--- src/hw/cpbp_params.svh ---
// constants for the parallel host port: widths, counts and reset values
`ifndef CPBP_PARAMS_SVH
`define CPBP_PARAMS_SVH
`define CPBP_DATA_W 8
`define CPBP_SEL_W 4
`define CPBP_NUM_REGS 16
`define CPBP_REG_RESET 8'h00
`define CPBP_STROBE_IDLE 1'b1
`endif

--- src/hw/cpbp_pkg.sv ---
// types shared by the parallel host port modules
package cpbp_pkg;
    `include "cpbp_params.svh"

    typedef logic [`CPBP_DATA_W-1:0] cpbp_data_t;
    typedef logic [`CPBP_SEL_W-1:0] cpbp_sel_t;

    // bus phase of the host port
    typedef enum logic [1:0] {
        PH_IDLE  = 2'b00,
        PH_WRITE = 2'b01,
        PH_READ  = 2'b10
    } cpbp_phase_e;

    // state of the host port, apart from the strobe edge detectors
    typedef struct packed {
        cpbp_phase_e phase;
        cpbp_data_t [`CPBP_NUM_REGS-1:0] regs;
        cpbp_sel_t wr_addr;
        cpbp_data_t wr_data;
        cpbp_data_t dout;
        logic wr_done;
        logic rd_start;
        cpbp_sel_t rd_index;
    } cpbp_state_s;

    // state of one strobe edge detector
    typedef struct packed {
        logic prev;
    } cpbp_edge_s;
endpackage

--- src/hw/cpbp_edge.sv ---
// edge detector for one active-low host strobe
`timescale 1ns/1ps
`include "cpbp_params.svh"
module cpbp_edge (
    input wire logic clk, // system clock
    input wire logic rst, // synchronous reset, active high
    input wire logic line_low, // strobe, active low
    output logic fell, // one-cycle pulse on high to low
    output logic rose // one-cycle pulse on low to high
);
    import cpbp_pkg::*;

    cpbp_edge_s st;
    cpbp_edge_s next_st;

    // strobes idle high, so reset assumes high to avoid a false edge
    always_comb begin
        next_st = st;
        next_st.prev = line_low;
    end

    always_ff @(posedge clk) begin
        if (rst) begin
            st.prev <= `CPBP_STROBE_IDLE;
        end else begin
            st <= next_st;
        end
    end

    // pulses come straight from the compare, no extra latency
    assign fell = st.prev & ~line_low;
    assign rose = ~st.prev & line_low;
endmodule // cpbp_edge

--- src/hw/cpbp_top.sv ---
// parallel host port: strobe-timed 8-bit access to 16 internal registers
//
// Summary of operation
// [RULE1] eight bidirectional data lines, bit 0 least significant
// [RULE2] chip select low enables strobe-controlled transfers
// [RULE3] chip select high keeps data lines released
// [RULE4] write value loaded at write strobe rising edge
// [RULE5] read drives selected register from strobe fall
// [RULE6] four select lines choose the accessed register
// [RULE7] reset clears registers, returns port to idle
// [RULE8] data lines released once read strobe rises
`timescale 1ns/1ps
`include "cpbp_params.svh"
module cpbp_top (
    input wire logic SYS_CLK, // 25 MHz system clock
    input wire logic RST, // synchronous reset, active high
    input wire logic CHIP_SELECT_LOW, // chip select, active low
    input wire logic WRITE_STROBE_LOW, // write strobe, active low
    input wire logic READ_STROBE_LOW, // read strobe, active low
    input wire cpbp_pkg::cpbp_sel_t REGISTER_SELECT_LINES, // register select
    input wire cpbp_pkg::cpbp_data_t HOST_DATA_LINES_IN, // data bus level seen
    output cpbp_pkg::cpbp_data_t HOST_DATA_LINES_OUT, // data bus drive value
    output logic HOST_DATA_LINES_OE_LOW, // low while port drives the bus
    output logic WRITE_DONE, // pulse: a register was written
    output cpbp_pkg::cpbp_sel_t WRITE_INDEX, // index of last write
    output cpbp_pkg::cpbp_data_t WRITE_VALUE, // value of last write
    output logic READ_START, // pulse: a read cycle began
    output cpbp_pkg::cpbp_sel_t READ_INDEX // index of last read
);
    import cpbp_pkg::*;

    cpbp_state_s st;
    cpbp_state_s next_st;
    logic wr_fell;
    logic wr_rose;
    logic rd_fell;
    logic rd_rose;
    logic selected;
    logic commit;
    logic [`CPBP_NUM_REGS-1:0] entry_we;

    // strobe edges; inputs are already synchronous to SYS_CLK
    cpbp_edge u_wr_edge (
        .clk(SYS_CLK),
        .rst(RST),
        .line_low(WRITE_STROBE_LOW),
        .fell(wr_fell),
        .rose(wr_rose)
    );

    cpbp_edge u_rd_edge (
        .clk(SYS_CLK),
        .rst(RST),
        .line_low(READ_STROBE_LOW),
        .fell(rd_fell),
        .rose(rd_rose)
    );

    assign selected = ~CHIP_SELECT_LOW; // see [RULE2]

    // a write lands only on the strobe's rising edge after capture
    assign commit = (st.phase == PH_WRITE) && wr_rose; // see [RULE4]

    // one write enable per register entry, decoded from the captured select
    genvar g;
    generate
        for (g = 0; g < `CPBP_NUM_REGS; g = g + 1) begin : g_we
            assign entry_we[g] = commit && (st.wr_addr == `CPBP_SEL_W'(g)); // see [RULE6]
        end
    endgenerate

    // next state of the bus phase machine and register image
    always_comb begin
        next_st = st;
        next_st.wr_done = 1'b0;
        next_st.rd_start = 1'b0;
        for (int i = 0; i < `CPBP_NUM_REGS; i++) begin
            if (entry_we[i]) begin
                next_st.regs[i] = st.wr_data; // see [RULE4]
            end
        end
        case (st.phase)
            PH_IDLE: begin
                if (selected && !WRITE_STROBE_LOW) begin
                    // capture every cycle; the last value before the rise wins
                    next_st.wr_addr = REGISTER_SELECT_LINES; // see [RULE6]
                    next_st.wr_data = HOST_DATA_LINES_IN; // see [RULE1]
                    next_st.phase = PH_WRITE;
                end else if (selected && rd_fell) begin
                    // contents frozen at read start so the bus stays stable
                    next_st.dout = st.regs[REGISTER_SELECT_LINES]; // see [RULE5]
                    next_st.rd_index = REGISTER_SELECT_LINES;
                    next_st.rd_start = 1'b1;
                    next_st.phase = PH_READ;
                end
            end
            PH_WRITE: begin
                if (selected && !WRITE_STROBE_LOW) begin
                    next_st.wr_addr = REGISTER_SELECT_LINES; // see [RULE6]
                    next_st.wr_data = HOST_DATA_LINES_IN;
                end
                if (wr_rose) begin
                    next_st.wr_done = 1'b1; // see [RULE4]
                    next_st.phase = PH_IDLE;
                end
            end
            PH_READ: begin
                // leaving on either release keeps the bus from hanging driven
                if (READ_STROBE_LOW || CHIP_SELECT_LOW) begin
                    next_st.phase = PH_IDLE; // see [RULE8]
                end
            end
            default: begin
                next_st.phase = PH_IDLE;
            end
        endcase
    end

    // state register; reset clears the whole image and the phase
    always_ff @(posedge SYS_CLK) begin
        if (RST) begin
            st <= '0; // see [RULE7]
        end else begin
            st <= next_st;
        end
    end

    // drive only during a live read; chip select high floats the bus at once
    assign HOST_DATA_LINES_OE_LOW = ~((st.phase == PH_READ) && selected
                                      && !READ_STROBE_LOW); // see [RULE3] [RULE8]
    assign HOST_DATA_LINES_OUT = st.dout; // see [RULE5]
    assign WRITE_DONE = st.wr_done;
    assign WRITE_INDEX = st.wr_addr;
    assign WRITE_VALUE = st.wr_data;
    assign READ_START = st.rd_start;
    assign READ_INDEX = st.rd_index;
endmodule // cpbp_top
--- config.mk ---
export PLATFORM = sky130hd
export DESIGN_NAME = cpbp_top
export DESIGN_NICKNAME = d
export VERILOG_FILES = /design/src/hw/cpbp_pkg.sv /design/src/hw/cpbp_edge.sv /design/src/hw/cpbp_top.sv
export VERILOG_INCLUDE_DIRS = /design/src /design/src/hw
export SDC_FILE = /design/constraint.sdc
export NUM_CORES = 1
export LEC_CHECK = 0
export BUFFER_PORTS_ARGS = -buffer_cell sky130_fd_sc_hd__buf_2
export CAP_MARGIN = 5
export CORE_UTILIZATION = 35
export DETAILED_ROUTE_END_ITERATION = 8
export GPL_TIMING_DRIVEN = 0
export PLACE_DENSITY_LB_ADDON = 0.05
export SKIP_CTS_REPAIR_TIMING = 1
export SYNTH_ARGS = -nofsm -noshare
export SYNTH_HDL_FRONTEND = slang
export SYNTH_HIERARCHICAL = 1
export SYNTH_SLANG_ARGS = --single-unit
--- constraint.sdc ---
create_clock -name SYS_CLK -period 3.7 [get_ports SYS_CLK]
set_input_delay 0.185 -clock SYS_CLK [delete_from_list [all_inputs] [get_ports SYS_CLK]]
set_output_delay 0.185 -clock SYS_CLK [all_outputs]
set_load 0.05 [all_outputs]
== Yosys cells after proc, flatten, opt, wreduce, memory -nomap -nowiden ==
Cells that the tools add are included.
Cells by class
  bitwise operators: 9
  reduce and logical (&&, ||, !) cells: 32
  $lt $le $gt $ge: 1
  muxes and demuxes: 9
  equality and inequality tests: 20
Operators with widths (count)
  binary-select mux 8 bit (select 4 bit): 1
  equality test 4 bit (second input constant): 8
  logical AND 1 bit: 21
  equality test 4 x 3 -> 1 bit (second input constant): 4
  equality test 4 x 2 -> 1 bit (second input constant): 2
  2-to-1 mux 2 bit: 4
  2-to-1 mux 8 bit: 1
  NOT 1 bit: 7
  case mux 2 bit (3 select lines): 1
  AND reduction 3 bit: 2
  less-than comparator 4 x 5 -> 1 bit (second input constant): 1
  2-to-1 mux 5 bit: 1
  equality test 4 x 1 -> 1 bit (second input constant): 1
  logical NOT 4 bit: 1
  inequality test 2 bit (second input constant): 2
  OR reduction 2 bit: 2
  inequality test 3 bit (second input constant): 1
  OR reduction 3 bit: 1
  bitwise AND 1 bit: 2
  equality test 2 x 1 -> 1 bit (second input constant): 1
  equality test 2 bit (second input constant): 1
  logical NOT 1 bit: 2
  logical NOT 2 bit: 1
  AND reduction 2 bit: 1
  other kinds (2): 2
Word-level totals
  input bits: 17
  register bits after elaboration: 158
  word-level logic and storage cells: 96
  output and inout port bits: 27

== Logic depth before layout (Yosys ltp) ==
Gate-level depths: netlist (run 1).
  depth in word-level cells: 6
  mapped depth: 6

== Cells and area by module ==
The synthesis (run 1) kept the hierarchy.
Modules (own cells, without submodules)
  cpbp_top: cells each 847, sequential area each 3123.0 um^2, instances 1, area each 7787.5 um^2
  cpbp_edge: cells each 4, sequential area each 20.0 um^2, instances 2, area each 40.0 um^2

== Worst setup path after synthesis (run 1) ==
No wires, ideal clock.
  path kind: reg2reg
  start: register st[154] (netlist name)
  end: register st[155] (netlist name)
  stages on the path, launching flop included: 4
  slack: 2179 ps
  period minus slack after synthesis: 1521 ps
  arrival: 1451 ps
  path through: dfxtp_1 > buf_6 > or4b_2 > a21oi_1
Between the ends
  word-level cells in the longest chain between the ends: 3
RTL lines
  from (decl): RTL line cpbp_top.sv:32  | cpbp_state_s st;
  from (signal assigned): RTL line cpbp_top.sv:124  | st <= next_st;
  equality test 2 bit, or another cell as far along: RTL line cpbp_top.sv:82  | case (st.phase)
  inequality test 2 bit (no source line) or inequality test 3 bit (tied branches)
  AND reduction 3 bit (no source line)
Parallel ways exist; a longest one is shown, timed or not.
A chain may end at the register's enable or synchronous reset.

==> out/results.tsv, run 1 <==
metric	value	unit
synthesized area	7850	um^2
Power Density	446	nW/um^2
grt met2 use	45.6	%
Final Hold Fails	0	
worst-path cell chain	clkbuf_1 -> clkbuf_1 -> nand4_1 -> a21oi_1	
routed len/inst	26.5	um
non-filler instance count after layout	1208	
minimum clock period	2290	ps
worst vdd ir	0.289	mV
final weighted congestion in routability-driven placement	0.895	
status	finished clean	
syn nets	870	
Nets	932	
Slew @ Worst Pin	1070	ps
CTS sink cnt	158	
Tot Pwr	4.05	mW
CTS tree	done	
first-pass GRT wire length	47300	um
cts bufs inserted	17	
Ys Warns	6	
WP buf/inv	2	
total die area	23000	um^2
Final Max Tran Viols	0	
max incr delay on CP	850	ps
pin count of the biggest net entering global routing	17	
Vias per Instance	6.35	
syn_area_per_cell	9.21	um^2
critical path class	register to register	
Layout fillers	2223	
slowest stage cell, crit path	clkbuf_1	
dpl hpwl	22700	um
initial core utilization	35.9	%
RSZ-0062 raised after global routing	no	
crit-path leading delay family	buffers and inverters	
Synth Instances	853	
max-cap viol count	0	
vias in the first global route	7508	
gr ovfl total	0	
met3 usage	4.76	%
CP dominant cell by count	clkbuf_1	
crit start category	register	
met1 Resource Use GR	37.6	%
Post-Place Cell Area	8400	um^2
Final Cell Area	9070	um^2
number of inserted diodes	0	
H-tree depth	4	
number of port buffers	40	
worst rel slew slack	29.0	%
DRT antenna net count	0	
CP Capture Type	register	
f_max	437	MHz
core box area	21900	um^2
data arrival time of the critical path	2650	ps
total global-route track usage	28.6	%
dpl cells	1173	
Pleak	2.88	nW
Setup Skew	11.0	ps
DRC	0	
Worst Path Max Fanout	10	
initial drt markers	733	
Vias	7672	
global route hottest layer	met2	
share of layout cells above drive strength 1	18.1	%
post-route setup TNS	0	ps
Ports	44	
Bufs on Longest Clock Path	2	
worst min path class	input port to register	
Clock Latency Late Sink	430	ps
die extent in y	152	um
Clock Pin Slew Worst Setup and Hold Paths	70	ps
Setup Viol. Count Final	0	
Required @ worst endpoint	4060	ps
Area growth syn-to-layout	15.5	%
Die Wd	152	um
total wire length	32000	um
drt pass-1 iters	6	
period utilization	61.9	%
row count	54	
Root Driver	clkbuf_16	
initial antenna violation count	0	
-- worst register-to-register path, stage by stage (launching register included) --
cell	delay (ps)
dfxtp_1	330
clkbuf_1	560
clkbuf_1	850
nand4_1	250
a21oi_1	220
-- per-layer routing --
layer | share of wire [%] | wire length [um] | vias up
met3 | 7.9 | 2510 | 79
met2 | 46 | 14800 | 386
met4 | 3.6 | 1140 | 0
met5 | 0 | 0 | -
met1 | 42 | 13500 | 3812
li1 | - | - | 3395
-- area by class of cell --
type,instances,area [um^2],area share [%]
clock buffer,22,454,5.00
timing repair buffer,43,230,2.54
tap,280,350,3.86
multi-input combinational,527,3910,43.1
inverter,10,37.5,0.414
sequential,158,3160,34.9
buffer,158,744,8.20
clock inverter,10,186,2.05
-- registers in the layout, indices dropped and copies added, names as in the netlist --
name,flops
st,130
HOST_DATA_LINES_OUT,8
WRITE_VALUE,8
READ_INDEX,4
WRITE_INDEX,4
READ_START,1
WRITE_DONE,1
u_rd_edge/st,1
u_wr_edge/st,1
-- report_power, final --
group          switching, mW  leakage (nW)  internal (mW)  total, mW
sequential           0.00587          1.27           1.71       1.72
clock                  0.751         0.301           1.22       1.97
combinational          0.282          1.30         0.0809      0.363
total                   1.04          2.88           3.01       4.05
-- final timing paths --
check	to	start	slack [ps]	depth (start not counted)
worst min register to register	st[65]	st[65]	470	2
worst min-delay path	WRITE_VALUE[1]	HOST_DATA_LINES_IN[1]	0.8	3
worst max register to register	st[36]	WRITE_VALUE[2]	1410	4
worst max-delay path	st[36]	WRITE_VALUE[2]	1410	4
-- per-stage QoR --
stage	hold slack (ps)	setup slack, ps	util (%)
global placement	404	1430	38.4
detailed placement	403	1470	38.4
CTS	-46.0	1490	41.3
finish	0.778	1410	41.5
global route	9.20	1400	41.5
floorplan	282	2180	-
-- cell usage in the layout (no fill, tap or decap), types with 5 or more instances in the layout --
master     count
a211o_2        7
o31ai_1      128
o221ai_1       7
a21oi_1      146
inv_1         10
buf_4         28
buf_1         20
buf_2         59
mux2i_1       16
dfxtp_1      158
mux4_2        32
bufinv_16      5
clkbuf_1      92
nand2_1       27
clkbuf_16     17
nand4_1      128
Note: power is estimated with default switching activity, not from simulation.
==> run 2, diff against run 1 <==
ABC_AREA = 1   (was unset)
clock period = 1.9 ns   (was 3.7 ns; I/O delays follow)
==> run 2 against run 1 <==
Global-route usage decreased by 5.0 points. Setup slack got worse by 1300 ps. Routed wire length decreased by 22%. Fmax increased by 29%. Highest routed layer unchanged. Power increased by 82%.
==> out/results.tsv, run 2 <==
metric	value	unit
minimum clock period	1770	ps
CTS tree	done	
data arrival time of the critical path	2090	ps
first-pass GRT wire length	37400	um
met1 Resource Use GR	30.0	%
f_max	564	MHz
most frequent cells in the layout	201 x nand2_1, 158 x dfxtp_1, 157 x nor2_1	
CTS sink cnt	158	
worst rel slew slack	47.9	%
Ys Warns	6	
Worst Path Max Fanout	8	
Vias per Instance	4.84	
Root Driver	clkbuf_16	
dpl hpwl	17700	um
max reg flops	130	
largest reg by FF count	st	
Final Max Tran Viols	0	
number of inserted diodes	0	
vias in the first global route	6296	
Setup Viol. Count Final	0	
worst-path cell chain	nor2_1 -> nand4_2 -> nor2_1 -> inv_1 -> a21oi_1 -> nor2_1	
total wire length	24800	um
Synth Instances	1039	
period utilization	93.3	%
RSZ-0062 raised after global routing	no	
gr ovfl total	0	
max incr delay on CP	350	ps
Clock Latency Late Sink	440	ps
slowest stage cell, crit path	dfxtp_1	
Slew @ Worst Pin	781	ps
Fin Hold WS	176	ps
grt met2 use	38.2	%
final weighted congestion in routability-driven placement	0.876	
global route hottest layer	met2	
Ports	44	
initial drt markers	432	
synthesized area	7330	um^2
CP dominant cell by count	nor2_1	
core box area	20400	um^2
most common cell after layout, fill and taps aside	nand2_1	
Bufs on Longest Clock Path	2	
Power Density	860	nW/um^2
status	finished clean	
CP Capture Type	register	
Area growth syn-to-layout	17.0	%
row count	52	
total global-route track usage	23.6	%
met3 usage	5.65	%
die extent in y	147	um
crit start category	register	
drt pass-1 iters	5	
Setup Skew	11.3	ps
Nets	1130	
Post-Place Cell Area	7870	um^2
pin count of the biggest net entering global routing	17	
initial antenna violation count	0	
routed len/inst	17.8	um
max-cap viol count	0	
Final Hold Fails	0	
Vias	6756	
dpl cells	1349	
Final Cell Area	8580	um^2
worst vdd ir	0.586	mV
dpl ws	-27.7	ps
crit-path leading delay family	simple AND/OR/NAND/NOR gates	
worst min path class	input port to register	
Clock Pin Slew Worst Setup and Hold Paths	70	ps
DRC	0	
initial core utilization	36.0	%
non-filler instance count after layout	1396	
syn_area_per_cell	7.06	um^2
cts bufs inserted	17	
final setup margin	128	ps
share of layout cells above drive strength 1	12.4	%
syn nets	1056	
Required @ worst endpoint	2220	ps
total die area	21500	um^2
number of port buffers	40	
WP buf/inv	1	
H-tree depth	4	
critical path class	register to register	
DRT antenna net count	0	
Pleak	3.74	nW
Die Wd	147	um
Tot Pwr	7.38	mW
## run 2: layout make-up
type,count,area [um^2]
inverters,151,567
clock buffers,21,450
flip-flops and latches,158,3160
multi-input cells,631,3090
repair buffers,55,350
clock inverters,11,93.8
plain buffers,99,532
fillers,2216,11800
well taps,270,338
## run 2: worst paths after layout
kind | start | endpoint | slack (ps) | cells after the start
min reg2reg | st[69] | st[69] | 470 | 2
max reg2reg | st[154] | HOST_DATA_LINES_OUT[5] | 130 | 6
max | st[154] | HOST_DATA_LINES_OUT[5] | 130 | 6
min | WRITE_STROBE_LOW | WRITE_DONE | 180 | 5
## run 2: power breakdown
group          leakage (nW)  switching, mW  internal [mW]
clock                 0.259           1.46           1.82
sequential             1.28         0.0270           3.35
combinational          2.20          0.526          0.199
## run 2: per-layer routing
| metal | wire length [um] | part of all wire (%) |
|---|---|---|
| met5 | 0 | 0 |
| met4 | 743 | 3.0 |
| met3 | 1250 | 5.0 |
| met2 | 11500 | 46 |
| met1 | 11300 | 46 |
## run 2: worst register-to-register path, cell delays in order (launching register included)
cell and delay [ps]:
dfxtp_1 350, nor2_1 170, nand4_2 270, nor2_1 320, inv_1 210, a21oi_1 260, nor2_1 80
## run 2: metrics by stage
step	TNS, ps	util, %
floorplan	0	-
global placement	-9.73	38.7
detailed placement	-94.1	38.7
CTS	-376	41.3
global route	0	42.1
finish	0	42.1
==> run 3, diff against run 2 <==
SYNTH_HIERARCHICAL = unset   (was 1)
==> run 3 against run 2 <==
The flow now finishes with violations (hold timing). Core utilization fell by 0.45 points. Largest cell class unchanged. Register-to-register slack barely moved. Final cell count fell by 1.2%.
==> out/results.tsv, run 3 <==
metric	value	unit
Nets	1113	
Ys Warns	0	
core box area	20200	um^2
final weighted congestion in routability-driven placement	0.859	
R2R setup slack	140	ps
Worst Path Max Fanout	10	
f_max	569	MHz
Final Max Tran Viols	0	
Area growth syn-to-layout	17.0	%
sequential share of the synthesized area	43.9	%
max-cap viol count	0	
post-synthesis cell type count	19	
Power Density	951	nW/um^2
dpl hpwl	18900	um
syn_area_per_cell	7.00	um^2
Post-synth top flop	dfxtp_1	
row count	52	
largest reg by FF count	st	
drt pass-1 iters	5	
share of the synthesized area in the top cell type	43.9	%
worst min path class	input port to register	
Setup Viol. Count Final	0	
worst rel slew slack	43.3	%
Bufs on Longest Clock Path	2	
initial core utilization	35.6	%
Synth async-reset ratio	0	%
Yosys reg bits	158	
Layout fillers	2207	
die extent in y	146	um
crit start category	register	
Clock Pin Slew Worst Setup and Hold Paths	70	ps
failing checks	hold timing	
pin count of the biggest net entering global routing	17	
Final Hold Fails	3	
DRC	0	
number of port buffers	41	
number of inserted diodes	0	
synthesized area	7210	um^2
Die Wd	146	um
Post-Place Cell Area	7760	um^2
gr ovfl total	0	
Hold EP	WRITE_VALUE[3]	
Reg2Reg Depth	3	
Post-synth EDFFs	0	
reg-to-reg startpoint	WRITE_VALUE[1]	
Vias	6685	
period utilization	92.6	%
RR Endpoint	WRITE_VALUE[1]	
CTS sink cnt	158	
RSZ-0062 raised after global routing	no	
Final Cell Area	8440	um^2
most frequent cells in the layout	172 x nand2_1, 158 x dfxtp_1, 154 x a21oi_1	
syn nets	1048	
dominant cell type by area after synthesis	dfxtp_1	
Vias per Instance	4.85	
data arrival time of the critical path	2090	ps
initial antenna violation count	0	
share of layout cells above drive strength 1	13.8	%
Synth Instances	1031	
Synth area leaders	dfxtp_1 44%, a21oi_1 11%, o21ai_0 9.2%	
Slew @ Worst Pin	850	ps
CTS tree	done	
worst vdd ir	0.547	mV
Cells on Worst Hold Path	3	
status	finished with violations	
Worst Hold Launch	HOST_DATA_LINES_IN[3]	
cts bufs inserted	17	
critical path class	register to register	
initial drt markers	377	
vias in the first global route	6498	
H-tree depth	4	
routed len/inst	18.8	um
Fin Hold WS	-50.5	ps
most common cell after layout, fill and taps aside	nand2_1	
Clock Latency Late Sink	440	ps
CP Capture Type	register	
most common cell in the netlist	nand2_1	
total global-route track usage	25.3	%
Pleak	3.55	nW
post-route setup TNS	0	ps
total die area	21200	um^2
Ports	44	
max reg flops	130	
first-pass GRT wire length	39300	um
Setup Skew	11.7	ps
Root Driver	clkbuf_16	
minimum clock period	1760	ps
Required @ worst endpoint	2230	ps
total wire length	25900	um
DRT antenna net count	0	
synth cell count leaders	172 x nand2_1, 158 x dfxtp_1, 154 x a21oi_1	
[run 3: worst max-delay path by stage]
stage	start	to	slack, ps	cells past startpoint
floorplan	WRITE_INDEX[3]	st[100]	630	8
global placement	WRITE_VALUE[2]	WRITE_VALUE[2]	90	3
detailed placement	WRITE_VALUE[2]	WRITE_VALUE[2]	110	3
CTS	WRITE_VALUE[2]	WRITE_VALUE[2]	100	3
global route	WRITE_VALUE[2]	WRITE_VALUE[2]	60	3
finish	WRITE_VALUE[1]	WRITE_VALUE[1]	140	3
[run 3: where the power goes]
part	internal, mW	switching (mW)
sequential	3.35	0.0543
clock	2.25	1.50
combinational	0.237	0.629
total	5.84	2.19
[run 3: logic make-up (layout without fill, tap and decap cells)]
kind of cell | after synthesis | after routing | share of synthesized area, %
AOI/OAI and AO/OA | 297 | 297 | 20.6
DFF | 158 | 158 | 43.9
buffers and inverters | 242 | 320 | 15.4
and+or+nand+nor | 334 | 334 | 20.1
[run 3: through the flow]
| step | util (%) | power (mW) | setup slack [ps] | hold WS, ps | std cells |
|---|---|---|---|---|---|
| 2_1_floorplan | - | 4.03 | 627 | 191 | 1031 |
| 3_3_place_gp | 38.3 | 4.34 | 90.7 | 307 | 1342 |
| 3_5_place_dp | 38.3 | 4.34 | 113 | 305 | 1342 |
| 4_1_cts | 41.5 | 8.05 | 95.6 | -148 | 1374 |
| 5_1_grt | 41.7 | 8.29 | 64.1 | 2.33 | 1379 |
| 6_report | 41.7 | 8.03 | 141 | -50.5 | 1379 |
[run 3: cell type report]
cell class                      instances  area [um^2]  area share [%]
Sequential cell                       158         3160            37.5
Clock buffer                           20          447            5.29
Tap cell                              270          338            4.00
Multi-Input combinational cell        631         2940            34.8
Timing Repair Buffer                   46          255            3.02
Buffer                                 91          546            6.47
Inverter                              151          567            6.72
Clock inverter                         12          185            2.19
[run 3: layer usage]
| layer | global-route usage [%] | wire, um | vias to the layer above |
|---|---|---|---|
| met5 | 0 | 0 | - |
| met1 | 32.9 | 11900 | 3101 |
| met2 | 42.6 | 12500 | 137 |
| met3 | 3.64 | 859 | 33 |
| met4 | 9.11 | 624 | 0 |
| li1 | - | - | 3414 |
[run 3: worst max-delay path, cell delays in order, from the launching register on]
cell and delay [ps]:
dfxtp_1 480, clkbuf_1 630, inv_1 260, a21oi_1 290
